[config.mk]
export PLATFORM = sky130hd
export DESIGN_NAME = ftsp_poller
export DESIGN_NICKNAME = d
export VERILOG_FILES = /design/src/verilog/ftsp_pkg.sv /design/src/verilog/ftsp_bus_if.sv /design/src/verilog/ftsp_poller.sv /design/src/verilog/ftsp_pin_engine.sv
export SDC_FILE = /design/constraint.sdc
export NUM_CORES = 1
export LEC_CHECK = 0
export BUFFER_PORTS_ARGS = -buffer_cell sky130_fd_sc_hd__buf_2
export CAP_MARGIN = 15
export CORE_ASPECT_RATIO = 2
export CORE_MARGIN = 10
export CORE_UTILIZATION = 49
export CTS_BUF_LIST = sky130_fd_sc_hd__clkbuf_4 sky130_fd_sc_hd__clkbuf_8 sky130_fd_sc_hd__clkbuf_16
export CTS_CLUSTER_SIZE = 24
export DETAILED_ROUTE_END_ITERATION = 8
export GPL_ROUTABILITY_DRIVEN = 0
export PLACE_DENSITY_LB_ADDON = 0.12
export SLEW_MARGIN = 30
export SYNTH_ARGS = -nofsm -noshare
export SYNTH_HDL_FRONTEND = slang
export SYNTH_SLANG_ARGS = --single-unit
[constraint.sdc]
create_clock -name CLK -period 3.95 [get_ports CLK]
set_input_delay 0 -clock CLK [delete_from_list [all_inputs] [get_ports CLK]]
set_output_delay 0 -clock CLK [all_outputs]
set_load 0.01 [all_outputs]
[src/verilog/ftsp_pkg.sv]
// ftsp_pkg: constants for the host-side toggle-bit status poller.
// assumes a 20 MHz host clock and an asynchronous x16 flash behind plain pins.
package ftsp_pkg;
  localparam int unsigned CLK_MHZ = 20;
  localparam int unsigned DATA_W = 16;
  localparam int unsigned ADDR_W = 24;
  // status bit positions on the data bus
  localparam int unsigned BIT_POLL = 7;
  localparam int unsigned BIT_TOG = 6;
  localparam int unsigned BIT_TMO = 5;
  localparam int unsigned BIT_ERS = 3;
  localparam int unsigned BIT_SEC = 2;
  localparam int unsigned BIT_ABT = 1;
  // strobe timing: read low time, then write low time (also the recovery after every strobe), in ns
  localparam int unsigned T_RD_NS = 100;
  localparam int unsigned T_RD_CYC = (T_RD_NS * CLK_MHZ + 999) / 1000;
  localparam int unsigned T_WR_NS = 50;
  localparam int unsigned T_WR_CYC = (T_WR_NS * CLK_MHZ + 999) / 1000;
  // busy may linger after reset command, in ns
  localparam int unsigned T_RST_BUSY_NS = 2000;
  localparam int unsigned T_RST_BUSY_CYC = (T_RST_BUSY_NS * CLK_MHZ + 999) / 1000;
  // command words
  localparam logic [15:0] CMD_RESET = 16'h00f0;
  localparam logic [11:0] ADR_UNLOCK1 = 12'h555;
  localparam logic [11:0] ADR_UNLOCK2 = 12'h2aa;
  localparam logic [15:0] DAT_UNLOCK1 = 16'h00aa;
  localparam logic [15:0] DAT_UNLOCK2 = 16'h0055;
  // poll outcome codes
  typedef enum logic [2:0] {
    FTSP_RES_NONE = 3'b000,
    FTSP_RES_DONE = 3'b001,
    FTSP_RES_TIMEOUT = 3'b010,
    FTSP_RES_ABORT = 3'b011,
    FTSP_RES_SUSPENDED = 3'b100,
    FTSP_RES_ERASING = 3'b101
  } ftsp_res_t;
endpackage : ftsp_pkg

[src/verilog/ftsp_bus_if.sv]
// ftsp_bus_if: one flash bus cycle request and its completion.
// assumes a single clock shared by the sequencer and the pin engine.
`timescale 1ns/10ps
`default_nettype none
interface ftsp_bus_if;
  import ftsp_pkg::*;
  logic req;
  logic wr;
  logic [ADDR_W-1:0] addr;
  logic [DATA_W-1:0] wdata;
  logic done;
  logic [DATA_W-1:0] rdata;
  modport seq (output req, output wr, output addr, output wdata, input done, input rdata);
  modport eng (input req, input wr, input addr, input wdata, output done, output rdata);
endinterface : ftsp_bus_if
`default_nettype wire

[src/verilog/ftsp_poller.sv]
// ftsp_poller: host controller running the toggle-bit polling procedure on a flash.
// assumes the flash was just given a program or erase command by other logic.
`timescale 1ns/10ps
`default_nettype none
module ftsp_poller
  import ftsp_pkg::*;
#(
  parameter int unsigned RST_BUSY_CYC = T_RST_BUSY_CYC
)
(
  input wire logic CLK,
  input wire logic SRST,
  input wire logic START,
  input wire logic ABANDON,
  input wire logic ERASE_CHECK,
  input wire logic [ADDR_W-1:0] POLL_ADDR,
  output logic BUSY,
  output logic DONE,
  output ftsp_res_t RESULT,
  output logic ERASE_STARTED,
  output logic [DATA_W-1:0] LAST_STATUS,
  output logic FL_CE_N,
  output logic FL_OE_N,
  output logic FL_WE_N,
  output logic [ADDR_W-1:0] FL_A,
  input wire logic [DATA_W-1:0] FL_DQ_IN,
  output logic [DATA_W-1:0] FL_DQ_OUT,
  output logic FL_DQ_OE,
  input wire logic FL_READY_BUSY_PIN
);
  typedef enum logic [3:0] {
    FTSP_IDLE = 4'h0,
    FTSP_RD1 = 4'h1,
    FTSP_RD2 = 4'h2,
    FTSP_RD3 = 4'h3,
    FTSP_WCMD = 4'h4,
    FTSP_WAIT = 4'h5,
    FTSP_FIN = 4'h6
  } ftsp_st_t;

  ftsp_bus_if bus ();
  logic [DATA_W-1:0] dq_s1_r, dq_s2_r;
  logic rb_s1_r, rb_s2_r;
  ftsp_st_t st_r, st_nxt;
  logic [DATA_W-1:0] prev_r, prev_nxt;
  logic [1:0] seq_r, seq_nxt;
  logic abort_r, abort_nxt;
  logic [15:0] wcnt_r, wcnt_nxt;
  logic req_r, req_nxt;
  logic wr_r, wr_nxt;
  logic [ADDR_W-1:0] adr_r, adr_nxt;
  logic [DATA_W-1:0] wd_r, wd_nxt;
  ftsp_res_t res_r, res_nxt;
  logic done_r, done_nxt;
  logic busy_r, busy_nxt;
  logic ers_r, ers_nxt;
  logic [DATA_W-1:0] last_r, last_nxt;
  logic [DATA_W-1:0] flip;

  function automatic logic toggled(input logic [DATA_W-1:0] a, input logic [DATA_W-1:0] b);
    toggled = a[BIT_TOG] ^ b[BIT_TOG];
  endfunction : toggled

  // pins come from the flash's asynchronous world
  always_ff @(posedge CLK) begin
    if (SRST) begin
      dq_s1_r <= '0;
      dq_s2_r <= '0;
      rb_s1_r <= 1'b1;
      rb_s2_r <= 1'b1;
    end else begin
      dq_s1_r <= FL_DQ_IN;
      dq_s2_r <= dq_s1_r;
      rb_s1_r <= FL_READY_BUSY_PIN;
      rb_s2_r <= rb_s1_r;
    end
  end

  ftsp_pin_engine u_eng (
    .clk(CLK),
    .srst(SRST),
    .bus(bus.eng),
    .dq_sync(dq_s2_r),
    .ce_n(FL_CE_N),
    .oe_n(FL_OE_N),
    .we_n(FL_WE_N),
    .a_out(FL_A),
    .dq_out(FL_DQ_OUT),
    .dq_oe(FL_DQ_OE)
  );
  assign bus.req = req_r;
  assign bus.wr = wr_r;
  assign bus.addr = adr_r;
  assign bus.wdata = wd_r;
  assign flip = prev_r ^ bus.rdata;

  always_comb begin
    st_nxt = st_r;
    prev_nxt = prev_r;
    seq_nxt = seq_r;
    abort_nxt = abort_r;
    wcnt_nxt = wcnt_r;
    req_nxt = 1'b0;
    wr_nxt = wr_r;
    adr_nxt = adr_r;
    wd_nxt = wd_r;
    res_nxt = res_r;
    done_nxt = 1'b0;
    busy_nxt = busy_r;
    ers_nxt = ers_r;
    last_nxt = last_r;
    case (st_r)
      FTSP_IDLE: begin
        if (START) begin
          // polling always opens with a fresh double read
          st_nxt = FTSP_RD1;
          busy_nxt = 1'b1;
          req_nxt = 1'b1;
          wr_nxt = 1'b0;
          adr_nxt = POLL_ADDR;
          res_nxt = FTSP_RES_NONE;
        end
      end
      FTSP_RD1: begin
        if (bus.done) begin
          prev_nxt = bus.rdata;
          st_nxt = FTSP_RD2;
          req_nxt = 1'b1;
        end
      end
      FTSP_RD2: begin
        if (bus.done) begin
          last_nxt = bus.rdata;
          prev_nxt = bus.rdata;
          if (!toggled(prev_r, bus.rdata)) begin
            // toggle stopped: done, suspended, or protected erase ended
            st_nxt = FTSP_FIN;
            res_nxt = (ERASE_CHECK && flip[BIT_SEC]) ? FTSP_RES_SUSPENDED : FTSP_RES_DONE;
          end else begin
            // toggle still moving; the erase bit is trusted only now
            ers_nxt = bus.rdata[BIT_ERS];
            if (bus.rdata[BIT_ABT]) begin
              abort_nxt = 1'b1;
              seq_nxt = 2'd0;
              st_nxt = FTSP_WCMD;
              req_nxt = 1'b1;
              wr_nxt = 1'b1;
              adr_nxt = ADDR_W'(ADR_UNLOCK1);
              wd_nxt = DAT_UNLOCK1;
            end else if (bus.rdata[BIT_TMO]) begin
              st_nxt = FTSP_RD3;
              req_nxt = 1'b1;
            end else if (ABANDON) begin
              st_nxt = FTSP_FIN;
              res_nxt = ERASE_CHECK ? FTSP_RES_ERASING : FTSP_RES_NONE;
            end else begin
              req_nxt = 1'b1;
            end
          end
        end
      end
      FTSP_RD3: begin
        if (bus.done) begin
          last_nxt = bus.rdata;
          if (!toggled(prev_r, bus.rdata)) begin
            st_nxt = FTSP_FIN;
            res_nxt = FTSP_RES_DONE;
          end else begin
            abort_nxt = 1'b0;
            st_nxt = FTSP_WCMD;
            seq_nxt = 2'd2;
            req_nxt = 1'b1;
            wr_nxt = 1'b1;
            adr_nxt = POLL_ADDR;
            wd_nxt = CMD_RESET;
          end
        end
      end
      FTSP_WCMD: begin
        if (bus.done) begin
          if (seq_r == 2'd2) begin
            st_nxt = FTSP_WAIT;
            wcnt_nxt = 16'(RST_BUSY_CYC);
          end else begin
            // abort-reset: two unlock writes then the reset word
            seq_nxt = seq_r + 2'd1;
            req_nxt = 1'b1;
            adr_nxt = (seq_r == 2'd0) ? ADDR_W'(ADR_UNLOCK2) : ADDR_W'(ADR_UNLOCK1);
            wd_nxt = (seq_r == 2'd0) ? DAT_UNLOCK2 : CMD_RESET;
          end
        end
      end
      FTSP_WAIT: begin
        // busy may persist briefly; wait it out or see ready early
        if (wcnt_r == 16'h0000 || rb_s2_r) begin
          st_nxt = FTSP_FIN;
          res_nxt = abort_r ? FTSP_RES_ABORT : FTSP_RES_TIMEOUT;
          ers_nxt = 1'b0;
        end else begin
          wcnt_nxt = wcnt_r - 16'h0001;
        end
      end
      FTSP_FIN: begin
        st_nxt = FTSP_IDLE;
        done_nxt = 1'b1;
        busy_nxt = 1'b0;
      end
      default: st_nxt = FTSP_IDLE;
    endcase
  end

  always_ff @(posedge CLK) begin
    if (SRST) begin
      st_r <= FTSP_IDLE;
      prev_r <= '0;
      seq_r <= 2'd0;
      abort_r <= 1'b0;
      wcnt_r <= 16'h0000;
      req_r <= 1'b0;
      wr_r <= 1'b0;
      adr_r <= '0;
      wd_r <= '0;
      res_r <= FTSP_RES_NONE;
      done_r <= 1'b0;
      busy_r <= 1'b0;
      ers_r <= 1'b0;
      last_r <= '0;
    end else begin
      st_r <= st_nxt;
      prev_r <= prev_nxt;
      seq_r <= seq_nxt;
      abort_r <= abort_nxt;
      wcnt_r <= wcnt_nxt;
      req_r <= req_nxt;
      wr_r <= wr_nxt;
      adr_r <= adr_nxt;
      wd_r <= wd_nxt;
      res_r <= res_nxt;
      done_r <= done_nxt;
      busy_r <= busy_nxt;
      ers_r <= ers_nxt;
      last_r <= last_nxt;
    end
  end

  assign BUSY = busy_r;
  assign DONE = done_r;
  assign RESULT = res_r;
  assign ERASE_STARTED = ers_r;
  assign LAST_STATUS = last_r;
endmodule : ftsp_poller
`default_nettype wire

[src/verilog/ftsp_pin_engine.sv]
// ftsp_pin_engine: turns one bus request into a timed read or write strobe.
// assumes data input is already two-flop synchronised by the caller.
`timescale 1ns/10ps
`default_nettype none
module ftsp_pin_engine
  import ftsp_pkg::*;
(
  input wire logic clk,
  input wire logic srst,
  ftsp_bus_if.eng bus,
  input wire logic [DATA_W-1:0] dq_sync,
  output logic ce_n,
  output logic oe_n,
  output logic we_n,
  output logic [ADDR_W-1:0] a_out,
  output logic [DATA_W-1:0] dq_out,
  output logic dq_oe
);
  typedef enum logic [1:0] {
    FTSP_E_IDLE = 2'b00,
    FTSP_E_STRB = 2'b01,
    FTSP_E_REC = 2'b10
  } ftsp_est_t;
  ftsp_est_t st_r, st_nxt;
  logic [7:0] cnt_r, cnt_nxt;
  logic wr_r, wr_nxt;
  logic done_r, done_nxt;
  logic [DATA_W-1:0] rd_r, rd_nxt;
  logic [ADDR_W-1:0] a_r, a_nxt;
  logic [DATA_W-1:0] wd_r, wd_nxt;

  always_comb begin
    st_nxt = st_r;
    cnt_nxt = cnt_r;
    wr_nxt = wr_r;
    done_nxt = 1'b0;
    rd_nxt = rd_r;
    a_nxt = a_r;
    wd_nxt = wd_r;
    case (st_r)
      FTSP_E_IDLE: begin
        if (bus.req) begin
          st_nxt = FTSP_E_STRB;
          wr_nxt = bus.wr;
          a_nxt = bus.addr;
          wd_nxt = bus.wdata;
          cnt_nxt = bus.wr ? 8'(T_WR_CYC) : 8'(T_RD_CYC + 2);
        end
      end
      FTSP_E_STRB: begin
        if (cnt_r == 8'h00) begin
          // sample after sync latency; strobe release gives the next read its edge
          rd_nxt = dq_sync;
          st_nxt = FTSP_E_REC;
          cnt_nxt = 8'(T_WR_CYC);
        end else begin
          cnt_nxt = cnt_r - 8'h01;
        end
      end
      FTSP_E_REC: begin
        if (cnt_r == 8'h00) begin
          st_nxt = FTSP_E_IDLE;
          done_nxt = 1'b1;
        end else begin
          cnt_nxt = cnt_r - 8'h01;
        end
      end
      default: st_nxt = FTSP_E_IDLE;
    endcase
  end

  always_ff @(posedge clk) begin
    if (srst) begin
      st_r <= FTSP_E_IDLE;
      cnt_r <= 8'h00;
      wr_r <= 1'b0;
      done_r <= 1'b0;
      rd_r <= '0;
      a_r <= '0;
      wd_r <= '0;
    end else begin
      st_r <= st_nxt;
      cnt_r <= cnt_nxt;
      wr_r <= wr_nxt;
      done_r <= done_nxt;
      rd_r <= rd_nxt;
      a_r <= a_nxt;
      wd_r <= wd_nxt;
    end
  end

  // each read gets its own chip-select frame so the toggle bits advance
  always_ff @(posedge clk) begin
    if (srst) begin
      ce_n <= 1'b1;
      oe_n <= 1'b1;
      we_n <= 1'b1;
      dq_oe <= 1'b0;
    end else begin
      ce_n <= !(st_nxt == FTSP_E_STRB);
      oe_n <= !(st_nxt == FTSP_E_STRB && !wr_nxt);
      we_n <= !(st_nxt == FTSP_E_STRB && wr_nxt);
      dq_oe <= (st_nxt != FTSP_E_IDLE) && wr_nxt;
    end
  end

  assign a_out = a_r;
  assign dq_out = wd_r;
  assign bus.done = done_r;
  assign bus.rdata = rd_r;
endmodule : ftsp_pin_engine
`default_nettype wire

==> results.md <==
* Status: finished clean
* Fin area at 0.00826 mm2
* Layout cells sized above 1 at 0.179
* CP Data Arrival Time at 2.76 ns
* TNS Setup at 0 ns
* Clock Skew at 0.0111 ns
* Fin crit share at 0.611
* Post-route ant nets at 0
* Total routed wirelength at 15.7 mm
* DP Wirelength at 11.1 mm
* FFs w/ async S/R, synth at 0
* N_diodes at 0
* Largest net degree at the start of global routing at 79
* Grt ovf at 0
* Overall Power at 0.00487 W
* H-tree levels at 4
* Residual DRC at 0
* P&R area growth vs syn at 21.5%
* Setup WS post-layout at about 1.5 ns
* Vias per cell at 5.25
* Final Critical Period at 2.41 ns
* Top Usage Layer GRT: met2
* Finish-stage setup viols at 0
* Comb pwr share at 0.232
* Post-synth top flop: dfxtp_1
* Worst-path clk slew at 0.07 ns
* Peak Freq at 415 MHz
* Placed Area at a little over 0.007 mm2
* I/O Buffers at 103
* Internal at 0.00325 W
* Global routing usage on met1 at 0.164
* Max-slew headroom at 0.415
* Final Hold Fails at 0
* Drt pass-1 iters at 4
* Setup crit start kind: flip-flop
* Pre-CTS WS at around 1.6 ns
* Nets at 949
* VDD IR max at 0.000357 V
* Worst-margin pin slew at 0.877 ns
* Root Buffer: clkbuf_16
* Syn Inst Count at 778
* Switching Share at 0.333
* Reg2reg start: u_eng.cnt_r[0]
* Sink Count at 170
* Syn_area_per_cell at 8.74 um2
* P_sw at approximately 0.0016 W
* Vias post-DR at 5573
* Post-Synthesis Cell Area at just under 0.007 mm2
* Maxcap violations at 0
* RSZ-0062 raised after global routing: no
* Antenna violations before repair at 0
* Sequential share of power at 0.423
* Drt wl/cell at 14.8 um
* Starting density of the core at 0.503
* I/O pin count at between 100 and 150
* Area of the die at 0.0193 mm2
* Vias in the first global route at 5571
* Grt met3 use at 0.0458
* Core area at 0.0135 mm2
* Yosys Warn Count at 0
* Static Leakage at 3.33 nW
* Clock power share at 0.346
* CP Class: flip-flop to flip-flop
* Hold Startpoint: ABANDON
* Die Span X at 103 um
* DIE HEIGHT at 187 um
* CP startpoint: u_eng.cnt_r[0]
* Total CTS buffers at 17
* Required @ worst endpoint at 4.30 ns
* Pwr dens at 590 mW/mm2
* Area share of the largest cell type after synthesis at 0.501
* Clock tree buffer depth at 2
* Top post-synthesis cells by area: dfxtp_1 (50%), nand2_1 (8.3%), a21oi_1 (7.3%)
* EDFF count, synth at 0
* First-pass GRT wire length at 25.9 mm
* Initial DRC count at 175
* Cell taking the most area after synthesis: dfxtp_1
* Worst min-delay path class: primary input to flip-flop
* Grt met2 use at 0.302
* Row cnt at 60
* Max-slew violations at 0
* CTS tree: done
* Post-synth cell types at 70
* Gr usage total at 0.166
* Skew-Pair Late Insertion Delay at 0.42 ns
* # fillers at 1200
* Post-synthesis sequential area ratio at 0.501
* Worst setup EP type: flip-flop
* Yosys reg bits at 170
* Crit path max fanout at 18
metal layers:
| layer | wire length, um | part of all wire |
|---|---|---|
| met3 | 771 | 0.049 |
| met1 | 5950 | 0.38 |
| met5 | 0 | 0 |
| met4 | 420 | 0.027 |
| met2 | 8560 | 0.55 |
registers in the layout, indices dropped and copies added, names as in the netlist, 2 cells and up:
register / flops
LAST_STATUS: 16
RESULT: 3
adr_r: 24
bus.wdata: 4
dq_s1_r: 16
dq_s2_r: 16
prev_r: 2
seq_r: 2
st_r: 3
u_eng.a_out: 24
u_eng.bus.rdata: 16
u_eng.cnt_r: 8
u_eng.dq_out: 4
u_eng.st_r: 2
wcnt_r: 16
final cells by class:
cell class              count  area, um2  share of cell area
clock buffers              19        453              0.0548
clock inverters            13        149              0.0180
inverters                  17       63.8             0.00772
well taps                 155        194              0.0235
repair buffers            146        946               0.115
multi-input cells         541       3050               0.369
flip-flops and latches    170       3400               0.412
critical path, stage by stage, from the launching register on:
cell,delay (ns)
dfxtp_1,0.36
inv_1,0.12
ha_1,0.22
nor3b_1,0.39
nand3_1,0.58
o311ai_0,0.38
nand2_1,0.14
a21oi_1,0.15
cell usage after synthesis (4+ instances only):
| cell | number |
|---|---|
| dfxtp_1 | 170 |
| nand2_1 | 151 |
| a21oi_1 | 99 |
| nor2_1 | 62 |
| nor2b_1 | 36 |
| clkbuf_1 | 28 |
| nand3_1 | 24 |
| a211oi_1 | 20 |
| buf_4 | 17 |
| inv_1 | 17 |
| xor2_1 | 15 |
| nor3_1 | 12 |
| o21ai_0 | 12 |
| ha_1 | 10 |
| mux2i_1 | 7 |
| nand2b_1 | 7 |
| nand4b_1 | 5 |
| buf_1 | 4 |
| buf_2 | 4 |
| buf_6 | 4 |
| nand4_1 | 4 |
| nor3b_1 | 4 |
layout by cell type (no fill, tap or decap), drive strengths merged, types with 3 or more instances in the layout:
cell         synthesis  routed
dfxtp              170     170
nand2              151     151
buf                 29     104
a21oi              100     100
nor2                64      64
dlygate4sd3          0      42
nor2b               36      36
inv                 17      27
nand3               24      24
a211oi              20      20
clkbuf              28      19
xor2                15      15
o21ai               15      15
nor3                13      13
ha                  10      10
conb                 1       8
nand2b               7       7
mux2i                7       7
nor3b                6       6
nor4                 6       6
nand4b               5       5
nand4                5       5
a31oi                4       4
and3b                3       3
or2                  3       3
or3b                 3       3
and2                 3       3
per-stage QoR:
step | instances | util | hold slack (ns)
2_1_floorplan | 785 | - | 0.104
3_3_place_gp | 987 | 0.535 | 0.210
3_5_place_dp | 987 | 0.535 | 0.212
4_1_cts | 1061 | 0.611 | 0.0754
5_1_grt | 1061 | 0.611 | 0.129
6_report | 1061 | 0.611 | 0.112
kinds of logic (layout without fill, tap and decap cells):
family                   count (synthesis)  after routing  share of synthesized area
adder cells (fa/ha/maj)                 10             10                     0.0184
flip-flops                             170            170                      0.501
multiplexers                             7              7                     0.0103
AND/OR/NAND/NOR                        339            339                      0.250
other                                    1              8                   0.000552
buffers and inverters                   74            195                     0.0554
AO/OA/AOI/OAI                          160            160                      0.143
XOR/XNOR                                17             17                     0.0219
final timing paths:
| kind | to | slack, ns | depth (start not counted) |
|---|---|---|---|
| min | st_r[1] | 0.11 | 4 |
| max | u_eng.dq_oe | 1.54 | 7 |
| max reg2reg | u_eng.dq_oe | 1.54 | 7 |
| min reg2reg | rb_s2_r | 0.42 | 1 |
power by group through the flow:
stage	clock [W]	combinational, W	sequential (W)
floorplan	0	0.000943	0.00203
global placement	0	0.00106	0.00209
detailed placement	0	0.00109	0.00210
CTS	0.00172	0.00113	0.00206
global route	0.00180	0.00126	0.00209
finish	0.00168	0.00113	0.00206
what timing repair did:
action,in CTS,in global routing
gates resized for setup,0,0
hold buffers,42,0
setup buffers,0,0
hold endpoints to repair,42,0
setup endpoints to repair,0,0
No activity file was read; power rests on OpenSTA's default activity.
